===== config.mk =====
export PLATFORM = sky130hd
export DESIGN_NAME = twm_master
export DESIGN_NICKNAME = d
export VERILOG_FILES = /design/src/hdl/twm_sync.v /design/src/hdl/twm_master.v
export VERILOG_INCLUDE_DIRS = /design/src /design/src/hdl
export SDC_FILE = /design/constraint.sdc
export NUM_CORES = 1
export LEC_CHECK = 0
export ABC_AREA = 1
export BUFFER_PORTS_ARGS = -buffer_cell sky130_fd_sc_hd__buf_4
export CORE_AREA = 10 10 137 89
export CTS_CLUSTER_DIAMETER = 50
export DETAILED_ROUTE_END_ITERATION = 16
export DIE_AREA = 0 0 147 99
export PLACE_DENSITY = 0.66
export SLEW_MARGIN = 20
export SYNTH_ARGS = -nofsm -noshare
export SYNTH_HDL_FRONTEND = slang
export SYNTH_SLANG_ARGS = --single-unit

===== constraint.sdc =====
create_clock -name CLK_IN -period 2.8 [get_ports CLK_IN]
set_input_delay 0.14 -clock CLK_IN [delete_from_list [all_inputs] [get_ports CLK_IN]]
set_output_delay 0.14 -clock CLK_IN [all_outputs]
set_load 0.01 [all_outputs]

===== src/hdl/twm_defs.vh =====
/*
 two-wire master transmitter: register offsets, control bit positions, status codes, timing.
 assumes inclusion by bare name from the design files; definitions only.
*/
`ifndef TWM_DEFS_VH
`define TWM_DEFS_VH
// ==========================================
// register byte addresses (word aligned)
`define TWM_OFF_CONTROL 4'h0
`define TWM_OFF_STATUS 4'h4
`define TWM_OFF_DATA 4'h8
// ==========================================
// control bit positions
`define TWM_CB_STEP_DONE 7
`define TWM_CB_ACK_EN 6
`define TWM_CB_START 5
`define TWM_CB_STOP 4
`define TWM_CB_WCOL 3
`define TWM_CB_ENABLE 2
`define TWM_CB_IRQ_EN 0
// ==========================================
// status codes, prescaler bits zero
`define TWM_ST_IDLE 8'hf8
`define TWM_ST_START 8'h08
`define TWM_ST_RSTART 8'h10
`define TWM_ST_AW_ACK 8'h18
`define TWM_ST_AW_NACK 8'h20
`define TWM_ST_D_ACK 8'h28
`define TWM_ST_D_NACK 8'h30
`define TWM_ST_ARB 8'h38
`define TWM_ST_AR_ACK 8'h40
`define TWM_ST_AR_NACK 8'h48
// ==========================================
// timing: quarter bit period in ns, and in 100 MHz cycles
`define TWM_QUARTER_NS 2500
`define TWM_CLK_NS 10
`define TWM_QUARTER_CYC (`TWM_QUARTER_NS / `TWM_CLK_NS)
`endif


===== src/hdl/twm_sync.v =====
/*
 two-flop synchroniser for the bus pin levels.
 assumes inputs are asynchronous to clk_in; only the second stage is read outside.
*/
`timescale 1ns/1ns
module twm_sync (
  input wire clk_in,
  input wire rst_in,
  input wire [1:0] async_in,
  output reg [1:0] sync_out
);
  reg [1:0] meta;
  always @(posedge clk_in) begin
    if (rst_in) begin
      meta <= 2'h3;
      sync_out <= 2'h3;
    end else begin
      meta <= async_in;
      sync_out <= meta;
    end
  end
endmodule


===== src/hdl/twm_master.v =====
/*
 two-wire master transmitter with avalon-mm register slave.
 assumes open-drain pins resolved outside (oe high pulls low), 100 MHz CLK_IN, sync reset.
*/
// The placing of the registers and the Avalon-MM register port are this design's own decisions.
// Function
// - control write step=1,start=1,stop=0,enable=1 requests start once bus is free.
// - after start goes out, set step flag and report 0x08.
// - first address after start picks transmitter or receiver mode.
// - after write address and ack slot, report 0x18, 0x20 or 0x38.
// - data writes while step flag low are dropped and set write collision.
// - writing one to step flag clears it and continues the transfer.
// - stop request sends stop, then hardware clears stop request.
// - start request after address or data step gives repeated start, status 0x10.
// - in 0x10 send loaded address; read address switches to receiver mode.
// - after a data byte report 0x28 on ack, 0x30 on no ack.
// - in data states, clear with no start/stop sends the loaded byte.
// - in data states, clear with start only issues repeated start.
// - in data states, start and stop both give stop then start.
// - arbitration loss reports 0x38; clear without start releases bus.
// - in 0x38 clear with start waits for free bus then starts.
// - status codes sit with prescaler bits zero.
// - repeated start keeps bus ownership; address may change.
// - while step flag high the bus stays frozen.
// - direction bit low for write, high for read; ack is low data.
`timescale 1ns/1ns
`include "twm_defs.vh"
module twm_master #(
  parameter QUARTER = `TWM_QUARTER_CYC
) (
  input wire CLK_IN,
  input wire RST_IN,
  input wire [3:0] AVS_ADDRESS_IN,
  input wire AVS_READ_IN,
  input wire AVS_WRITE_IN,
  input wire [31:0] AVS_WRITEDATA_IN,
  output reg [31:0] AVS_READDATA_OUT,
  output reg AVS_WAITREQUEST_OUT,
  input wire SCL_IN,
  output reg SCL_OE_OUT,
  output reg SCL_OUT,
  input wire SDA_IN,
  output reg SDA_OE_OUT,
  output reg SDA_OUT,
  output reg IRQ_OUT,
  output reg RECEIVER_MODE_OUT
);
  // ==========================================
  // states
  localparam S_IDLE = 4'd0;
  localparam S_WAIT_FREE = 4'd1;
  localparam S_START = 4'd2;
  localparam S_BIT = 4'd3;
  localparam S_ACK = 4'd4;
  localparam S_STOP = 4'd5;
  localparam S_HOLD = 4'd6;
  localparam S_RSTART = 4'd7;

  reg [3:0] state;
  reg [1:0] phase;
  reg [15:0] qcnt;
  reg [3:0] bitn;
  reg [7:0] shreg;
  reg [7:0] data;
  reg [7:0] status;
  reg step_done, ack_en, start_req, stop_req, wcol, enable, irq_en;
  reg owner, in_addr, rep, sda_drv, scl_drv;
  reg bus_busy;
  reg sda_prev, scl_prev;
  wire [1:0] pins;

  twm_sync u_sync (
    .clk_in(CLK_IN),
    .rst_in(RST_IN),
    .async_in({SCL_IN, SDA_IN}),
    .sync_out(pins)
  );
  wire scl = pins[1];
  wire sda = pins[0];
  wire tick = (qcnt == 16'h0000);
  wire bus_wr = AVS_WRITE_IN & ~AVS_WAITREQUEST_OUT;
  wire bus_rd = AVS_READ_IN & ~AVS_WAITREQUEST_OUT;
  wire ctl_wr = bus_wr & (AVS_ADDRESS_IN == `TWM_OFF_CONTROL);
  wire dat_wr = bus_wr & (AVS_ADDRESS_IN == `TWM_OFF_DATA);
  wire go = ctl_wr & AVS_WRITEDATA_IN[`TWM_CB_STEP_DONE] & AVS_WRITEDATA_IN[`TWM_CB_ENABLE];
  wire w_sta = AVS_WRITEDATA_IN[`TWM_CB_START];
  wire w_sto = AVS_WRITEDATA_IN[`TWM_CB_STOP];

  function [7:0] ctl_word;
    input dummy;
    begin
      ctl_word = {step_done, ack_en, start_req, stop_req, wcol, enable, 1'b0, irq_en};
    end
  endfunction

  // ==========================================
  // avalon slave: one wait cycle per access, then answer
  always @(posedge CLK_IN) begin
    if (RST_IN) begin
      AVS_WAITREQUEST_OUT <= 1'b1;
      AVS_READDATA_OUT <= 32'h0000_0000;
    end else begin
      AVS_WAITREQUEST_OUT <= ~((AVS_READ_IN | AVS_WRITE_IN) & AVS_WAITREQUEST_OUT);
      if (AVS_READ_IN & AVS_WAITREQUEST_OUT) begin
        if (AVS_ADDRESS_IN == `TWM_OFF_CONTROL) begin
          AVS_READDATA_OUT <= {24'h000000, ctl_word(1'b0)};
        end else if (AVS_ADDRESS_IN == `TWM_OFF_STATUS) begin
          AVS_READDATA_OUT <= {24'h000000, status[7:3], 3'h0};
        end else if (AVS_ADDRESS_IN == `TWM_OFF_DATA) begin
          AVS_READDATA_OUT <= {24'h000000, data};
        end else begin
          AVS_READDATA_OUT <= 32'h0000_0000;
        end
      end
    end
  end

  // ==========================================
  // bus-busy tracking from start/stop seen on the pins
  always @(posedge CLK_IN) begin
    if (RST_IN) begin
      sda_prev <= 1'b1;
      scl_prev <= 1'b1;
      bus_busy <= 1'b0;
    end else begin
      sda_prev <= sda;
      scl_prev <= scl;
      if (scl & scl_prev & sda_prev & ~sda) begin
        bus_busy <= 1'b1;
      end else if (scl & scl_prev & ~sda_prev & sda) begin
        bus_busy <= 1'b0;
      end
    end
  end

  // ==========================================
  // control, data and sequencer
  always @(posedge CLK_IN) begin
    if (RST_IN) begin
      state <= S_IDLE;
      phase <= 2'd0;
      qcnt <= 16'h0000;
      bitn <= 4'd0;
      shreg <= 8'h00;
      data <= 8'hff;
      status <= `TWM_ST_IDLE;
      step_done <= 1'b0;
      ack_en <= 1'b0;
      start_req <= 1'b0;
      stop_req <= 1'b0;
      wcol <= 1'b0;
      enable <= 1'b0;
      irq_en <= 1'b0;
      owner <= 1'b0;
      in_addr <= 1'b0;
      rep <= 1'b0;
      sda_drv <= 1'b0;
      scl_drv <= 1'b0;
      RECEIVER_MODE_OUT <= 1'b0;
    end else begin
      qcnt <= tick ? QUARTER[15:0] - 16'h0001 : qcnt - 16'h0001;
      if (ctl_wr) begin
        ack_en <= AVS_WRITEDATA_IN[`TWM_CB_ACK_EN];
        start_req <= w_sta;
        stop_req <= w_sto;
        enable <= AVS_WRITEDATA_IN[`TWM_CB_ENABLE];
        irq_en <= AVS_WRITEDATA_IN[`TWM_CB_IRQ_EN];
        if (AVS_WRITEDATA_IN[`TWM_CB_WCOL] == 1'b0) begin
          wcol <= 1'b0;
        end
        if (AVS_WRITEDATA_IN[`TWM_CB_STEP_DONE]) begin
          step_done <= 1'b0;
        end
      end
      if (dat_wr) begin
        if (step_done) begin
          data <= AVS_WRITEDATA_IN[7:0];
        end else begin
          wcol <= 1'b1;
        end
      end
      case (state)
        S_IDLE: begin
          sda_drv <= 1'b0;
          scl_drv <= 1'b0;
          owner <= 1'b0;
          if (go & w_sta & ~w_sto) begin
            state <= S_WAIT_FREE;
          end
        end
        S_WAIT_FREE: begin
          if (~bus_busy & scl & sda & tick) begin
            state <= S_START;
            phase <= 2'd0;
            rep <= 1'b0;
          end
        end
        S_START, S_RSTART: begin
          // repeated start first lifts data, then clock, then starts as normal
          if (tick) begin
            phase <= phase + 2'd1;
            if (state == S_RSTART && phase == 2'd0) begin
              sda_drv <= 1'b0;
            end else if (state == S_RSTART && phase == 2'd1) begin
              scl_drv <= 1'b0;
            end else if (state == S_RSTART && phase == 2'd2) begin
              phase <= 2'd0;
              state <= S_START;
            end else if (phase == 2'd0) begin
              sda_drv <= 1'b1;
            end else if (phase == 2'd1) begin
              scl_drv <= 1'b1;
              owner <= 1'b1;
              in_addr <= 1'b1;
              step_done <= 1'b1;
              status <= rep ? `TWM_ST_RSTART : `TWM_ST_START;
              state <= S_HOLD;
            end
          end
        end
        S_HOLD: begin
          // frozen until software clears the step flag: clock held low, or left released after arbitration loss
          if (go) begin
            phase <= 2'd0;
            if (status == `TWM_ST_ARB) begin
              state <= w_sta ? S_WAIT_FREE : S_IDLE;
              owner <= 1'b0;
            end else if (w_sto) begin
              state <= S_STOP;
            end else if (w_sta && !in_addr) begin
              state <= S_RSTART;
              rep <= 1'b1;
            end else begin
              shreg <= data;
              bitn <= 4'd0;
              state <= S_BIT;
            end
          end
        end
        S_BIT, S_ACK: begin
          if (tick) begin
            phase <= phase + 2'd1;
            if (phase == 2'd0) begin
              sda_drv <= (state == S_BIT) ? ~shreg[7] : 1'b0;
            end else if (phase == 2'd1) begin
              scl_drv <= 1'b0;
            end else if (phase == 2'd2) begin
              if (state == S_BIT && ~shreg[7] == 1'b0 && ~sda) begin
                // lost arbitration: drop both lines, report
                sda_drv <= 1'b0;
                scl_drv <= 1'b0;
                owner <= 1'b0;
                status <= `TWM_ST_ARB;
                step_done <= 1'b1;
                state <= S_HOLD;
              end else if (state == S_ACK) begin
                if (in_addr & data[0]) begin
                  RECEIVER_MODE_OUT <= 1'b1;
                  status <= sda ? `TWM_ST_AR_NACK : `TWM_ST_AR_ACK;
                end else if (in_addr) begin
                  RECEIVER_MODE_OUT <= 1'b0;
                  status <= sda ? `TWM_ST_AW_NACK : `TWM_ST_AW_ACK;
                end else begin
                  status <= sda ? `TWM_ST_D_NACK : `TWM_ST_D_ACK;
                end
                in_addr <= 1'b0;
              end
            end else begin
              scl_drv <= 1'b1;
              if (state == S_ACK) begin
                // flag only once the clock is held low, so nothing moves while it stands
                step_done <= 1'b1;
                state <= S_HOLD;
              end else if (bitn == 4'd7) begin
                state <= S_ACK;
              end else begin
                bitn <= bitn + 4'd1;
                shreg <= {shreg[6:0], 1'b1};
              end
            end
          end
        end
        S_STOP: begin
          if (tick) begin
            phase <= phase + 2'd1;
            if (phase == 2'd0) begin
              sda_drv <= 1'b1;
            end else if (phase == 2'd1) begin
              scl_drv <= 1'b0;
            end else if (phase == 2'd2) begin
              sda_drv <= 1'b0;
              if (~(ctl_wr & w_sto)) begin
                stop_req <= 1'b0;
              end
              owner <= 1'b0;
              RECEIVER_MODE_OUT <= 1'b0;
              status <= `TWM_ST_IDLE;
              state <= start_req ? S_WAIT_FREE : S_IDLE;
            end
          end
        end
        default: state <= S_IDLE;
      endcase
    end
  end

  // ==========================================
  // registered pin drive and interrupt
  always @(posedge CLK_IN) begin
    if (RST_IN) begin
      SCL_OE_OUT <= 1'b0;
      SDA_OE_OUT <= 1'b0;
      SCL_OUT <= 1'b0;
      SDA_OUT <= 1'b0;
      IRQ_OUT <= 1'b0;
    end else begin
      SCL_OE_OUT <= scl_drv & enable;
      SDA_OE_OUT <= sda_drv & enable;
      IRQ_OUT <= step_done & irq_en;
    end
  end
endmodule


==> impl_metrics.ini, run 1 <==
[status]
outcome = completed

[clock_tree]
path_clk_slew_ps = 60
cts_made_buffers = 9
clock_latency_ps = 340
cts.sinks = 77
cts_resized = 0
cts_htree_levels = 3
clock_path_buffers = 2
cts-root-buf = clkbuf_16
cts_tree = built

[floorplan]
die_w_um = 147
std_cell_rows = 28
die_h_um = 99
core_area_sq_um = 9634
ios = 81
die_area_sq_um = 14550
start_util_pct = 44.36

[route]
ant_nets = 0
drtPass1Iterations = 7
via_per_inst = 5.251
vias = 4180
drt_iter0_drc = 457
wl_per_cell_um = 15.17
totalWireLength_um = 12080
drc = 0

[power]
p_leak_uw = 0.002282
ir_drop_mv = 0.3785
sequentialPowerShare_pct = 29.9
power.switching_uw = 2315
power_per_cell_area_nw_per_um2 = 1057
p_clk_share_pct = 23.2
comb_power_share_pct = 47.0
swShare_pct = 45.19
p_int_uw = 2808

[placement]
gp_congestion = 1.014
dp_hpwl_um = 9244
dpl.cell_count = 777
port-buffer-count = 30

[timing]
slew_headroom_pct = 52.52
tns_ps = 0
hold_violations = 0
maxSlewViolCount = 0
fin_crit_ps = 2365
fmax_mhz = 422.8
finClkSkew_ps = 7.428
period_share_pct = 84.48
worst_pin_slew_ps = 706.2
setup_viol = 0
rsz0062_at_grt = no

[min_path]
hold-path-cell-count = 3
hold_path.startpoint = AVS_WRITEDATA_IN[1]
hold_path.class = in2reg
hold_end = data[1]

[yosys]
synth-async-reset-ratio_pct = 0
synth_commonest_cells = nand2_1, nor2_1, dfxtp_1
avgSynthCellArea_sq_um = 6.850
synthFlopType = dfxtp_1
yosysTopAreaCell = dfxtp_1
syn-instance-count = 624
netlist.area_leader.share_pct = 36.07
yosysMostFrequentCell = nand2_1
yosysSeqAreaShare_pct = 36.07
synth_cell_type_count = 39
netlist_area_sq_um = 4274
synth_edf_count = 0
ys_seq_elements = 77
yosys-top-cells-area = dfxtp_1, nand2_1, nor2_1
yosysWarningCount = 0

[setup_path]
required_ps = 3040
timing.rr.end = sda_drv
setup.worst_path.class = reg2reg
r2r_setup_slack_ps = 430
reg2reg_depth = 10
critPathMaxFanout = 13
start_kind = flip-flop
reg2reg_from = state[1]
cp-end-kind = flip-flop
critPathArrivalTime_ps = 2600

[final_layout]
register_area_sq_um = 1541
syn_to_final_growth_pct = 13.41
num_antenna_cells = 0
num-fill-cells = 983
multi_input_area_sq_um = 2275
layoutNonFillerInstCount = 796
final_nets = 707
drive_above_1_share_pct = 11.65

[global_routing]
grt_max_degree = 41
use_met1_pct = 23.69
globalRoute.busiestLayer = met1
use_met3_pct = 6.484
antenna_found_initial = 0
grt_usage_pct = 16.38
grt.overflow.total = 0
grt_pass1_wl_um = 19630
grt_pass1_vias = 3824
use_met2_pct = 21.89

[run]
max_cap_violations = 0
[cell usage in the layout (no fill, tap or decap), types with 3 or more instances in the layout]
cell type      instances
a21oi_1               43
a31oi_1                9
buf_4                 34
clkbuf_16              9
conb_1                26
dfxtp_1               77
dlygate4sd3_1          3
ha_1                   9
inv_1                 70
inv_2                  4
nand2_1              129
nand2_2                5
nand3_1               32
nand4_1               24
nor2_1                78
nor2_2                 5
nor2_4                 5
nor3_1                 9
o211ai_1               7
o21a_1                 3
o21ai_0               36
o21ai_1                3
o22ai_1                7
o31ai_1                4
or2_2                  5
xor2_1                 3
[power groups by stage]
stage | clock network, uW | logic (uW) | registers (uW)
2_1_floorplan | 0 | 1860 | 1490
3_3_place_gp | 0 | 2300 | 1540
3_5_place_dp | 0 | 2330 | 1550
4_1_cts | 1210 | 2350 | 1530
5_1_grt | 1250 | 2710 | 1560
6_report | 1190 | 2410 | 1530
[repair_timing]
item | in CTS | in global routing
hold buffers | 3 | 0
hold endpoints to repair | 3 | 0
setup buffers | 0 | 0
[flip-flops by register name, indices dropped and copies added (netlist names), 2 cells and up]
name              flops
AVS_READDATA_OUT      8
bitn                  4
data                  8
phase                 2
qcnt                 16
shreg                 8
state                 3
status                5
u_sync.meta           2
u_sync.sync_out       2
[kinds of logic after synthesis]
logic type | Yosys count | synth area share, %
compound gates | 120 | 16.25
simple gates | 297 | 31.03
fa+ha+maj | 9 | 2.635
xor+xnor | 5 | 1.025
flops | 77 | 36.07
other cells | 1 | 0.08774
buf+inv | 115 | 12.91
[metal layers]
metal | vias up | wire length [um]
li1 | 2075 | -
met2 | 182 | 4762
met5 | - | 0
met1 | 1908 | 5960
met3 | 15 | 1239
met4 | 0 | 115
[cell type report]
type / instances / area share (%)
tap: 135 / 3.485
inverter: 74 / 5.731
multi-input combinational: 457 / 46.93
sequential: 77 / 31.80
timing repair buffer: 37 / 5.885
clock inverter: 6 / 1.446
clock buffer: 10 / 4.724
[worst max-delay path, stage by stage, from the launching register on]
cell     delay [ps]
dfxtp_1         490
nor2_1          110
nand2_1         170
nand2_1         300
buf_4           290
inv_2           170
nor2_1          140
o21ai_0         320
nand4_1         130
nand2_1          80
nor2_1           50
[per-stage QoR]
stage                     hold slack, ps  worst slack [ps]  utilization (%)  total power [uW]  area (sq um)
after CTS                         0.9261             564.4            50.31              5084          4847
after global placement             325.4             608.2            46.90              3833          4518
after detailed placement           326.7             617.2            46.90              3880          4518
final                             0.5248             434.6            50.31              5123          4847
after global routing               5.256             309.1            50.31              5525          4847
after floorplan                    243.8              1137                -              3354          4368
[worst max-delay path by stage]
stage	slack (ps)	from	depth (start not counted)	endpoint
6_report	430	state[1]	10	sda_drv
5_1_grt	310	state[1]	10	sda_drv
4_1_cts	560	state[1]	9	sda_drv
3_5_place_dp	620	state[1]	9	sda_drv
3_3_place_gp	610	phase[0]	8	status[3]
2_1_floorplan	1140	phase[0]	10	status[4]
No activity file was read; power rests on OpenSTA's default activity.
==> run 2: changes to the inputs <==
--- a/config.mk
+++ b/config.mk
@@ -12,7 +12,7 @@
 export CTS_CLUSTER_DIAMETER = 50
 export DETAILED_ROUTE_END_ITERATION = 16
 export DIE_AREA = 0 0 147 99
-export PLACE_DENSITY = 0.66
+export PLACE_DENSITY = 0.69
 export SLEW_MARGIN = 20
 export SYNTH_ARGS = -nofsm -noshare
 export SYNTH_HDL_FRONTEND = slang
==> constraint.sdc (replaced) <==
create_clock -name CLK_IN -period 2.1 [get_ports CLK_IN]
set_input_delay 0.105 -clock CLK_IN [delete_from_list [all_inputs] [get_ports CLK_IN]]
set_output_delay 0.105 -clock CLK_IN [all_outputs]
set_load 0.01 [all_outputs]
==> run 2 against run 1 <==
  * Global-route usage shrank 0.42 points
  * Largest cell class unchanged
  * Combinational power grew 42%
  * Largest power group unchanged
  * Die area is the same
  * Worst setup slack lost 360 ps
  * Core utilization grew 1.8 points
==> impl_metrics.ini, run 2 (synthesis results as in run 1) <==
[status]
outcome = completed

[setup_path]
start_kind = flip-flop
critPathMaxStageDelay_ps = 500
critPathArrivalTime_ps = 2260
worstPathCellList = nor2_1 > nand2_1 > inv_1 > a21oi_2 > nand3_1 > nor2_2 > buf_4 > nand4_1 > nand2_1 > nor2_1
required_ps = 2330
cpMaxStageDelayCell = dfxtp_1
cp-end-kind = flip-flop
critPathMaxFanout = 9
setup.worst_path.class = reg2reg

[final_layout]
drive_above_1_share_pct = 15.34
num_antenna_cells = 0
top_register = qcnt
syn_to_final_growth_pct = 17.56
final_cell_mix = nand2_1, dfxtp_1, nor2_1
layoutNonFillerInstCount = 813
final_nets = 724
largest_reg_flops = 16
final_common_cell = nand2_1
final_area_sq_um = 5025

[placement]
gp_congestion = 0.9842
place_area_sq_um = 4601
dpl.cell_count = 788
place_worst_setup_slack_ps = 76.78
dp_hpwl_um = 9251
port-buffer-count = 30

[global_routing]
grt.overflow.total = 0
grt_pass1_vias = 3851
grt_max_degree = 32
grt_usage_pct = 15.97
grt_pass1_wl_um = 19100
antenna_found_initial = 0

[power]
p_leak_uw = 0.002344
power_per_cell_area_nw_per_um2 = 1380
ir_drop_mv = 0.7699

[floorplan]
die_w_um = 147
core_area_sq_um = 9634
std_cell_rows = 28
die_h_um = 99
ios = 81
start_util_pct = 44.36
die_area_sq_um = 14550

[timing]
timing.final.ws_setup_ps = 73.37
hold_violations = 0
period_share_pct = 96.51
finClkSkew_ps = 6.628
fin_crit_ps = 2027
whs_ps = 35.41
fmax_mhz = 493.4
setup_viol = 0
maxSlewViolCount = 0

[route]
vias = 4241
drtPass1Iterations = 6
drt_iter0_drc = 460
wl_per_cell_um = 14.83
ant_nets = 0
totalWireLength_um = 12060
drc = 0
via_per_inst = 5.216

[clock_tree]
path_clk_slew_ps = 60
clock_path_buffers = 2
cts-root-buf = clkbuf_16
cts_made_buffers = 9
cts_tree = built
cts.sinks = 77
clock_latency_ps = 340
cts_htree_levels = 3

[run]
max_cap_violations = 0

[min_path]
hold_path.class = in2reg
==> run 2: cell types whose count changed in the layout (fill, tap and decap cells not counted), sizes merged <==
| cell | change |
|---|---|
| buf | +12 |
| dlygate4sd3 | +5 |
| clkinvlp | +3 |
| clkinv | -1 |
| clkbuf | -1 |
| bufinv | -1 |
==> run 2: what timing repair did <==
action                                  CTS  global route
resized for setup                         0            16
setup buffers                             0             1
endpoints found under the setup margin    0            23
hold endpoints to repair                  7             0
hold buffers                              8             0
==> run 2: layer usage <==
metal / vias to the layer above / wire length [um] / GRT usage (%)
met5: - / 0 / 0
met4: 0 / 125 / 3.945
met3: 13 / 979 / 4.521
met2: 169 / 5016 / 22.79
met1: 1948 / 5935 / 22.92
li1: 2111 / - / -
==> run 2: worst paths after layout <==
check	from	end	slack, ps	cells after the start
hold reg to reg	u_sync.meta[0]	u_sync.sync_out[0]	410	1
hold / removal	AVS_WRITEDATA_IN[2]	data[2]	40	3
setup reg to reg	state[1]	bitn[1]	70	10
setup / recovery	state[1]	bitn[1]	70	10
==> run 2: critical path, delay by kind of cell, from the launching register on <==
| family | cells | cell delay [ps] |
|---|---|---|
| and+or+nand+nor | 7 | 880 |
| buffers and inverters | 2 | 300 |
| DFF | 1 | 500 |
| AOI/OAI and AO/OA | 1 | 230 |
==> run 2: area by class of cell <==
| type | count | area [sq um] |
|---|---|---|
| clock inverters | 7 | 60.06 |
| well taps | 135 | 168.9 |
| repair buffers | 54 | 425.4 |
| flip-flops and latches | 77 | 1541 |
| fillers | 979 | 4609 |
| clock buffers | 9 | 225.2 |
| inverters | 74 | 277.8 |
| multi-input cells | 457 | 2326 |
==> run 2: per-stage QoR <==
| step | TNS (ps) | power, uW | utilization [%] |
|---|---|---|---|
| CTS | 0 | 6764 | 51.55 |
| floorplan | 0 | 4473 | - |
| global placement | 0 | 5202 | 47.75 |
| finish | 0 | 6934 | 52.16 |
| global route | -10.54 | 7475 | 52.16 |
| detailed placement | 0 | 5258 | 47.75 |
==> run 2: power by group <==
part           switching [uW]  internal [uW]  leakage, uW
Clock                     661            816     0.000130
Sequential                263           1780     0.000630
Combinational            2220           1200      0.00158
Total                    3150           3790      0.00234
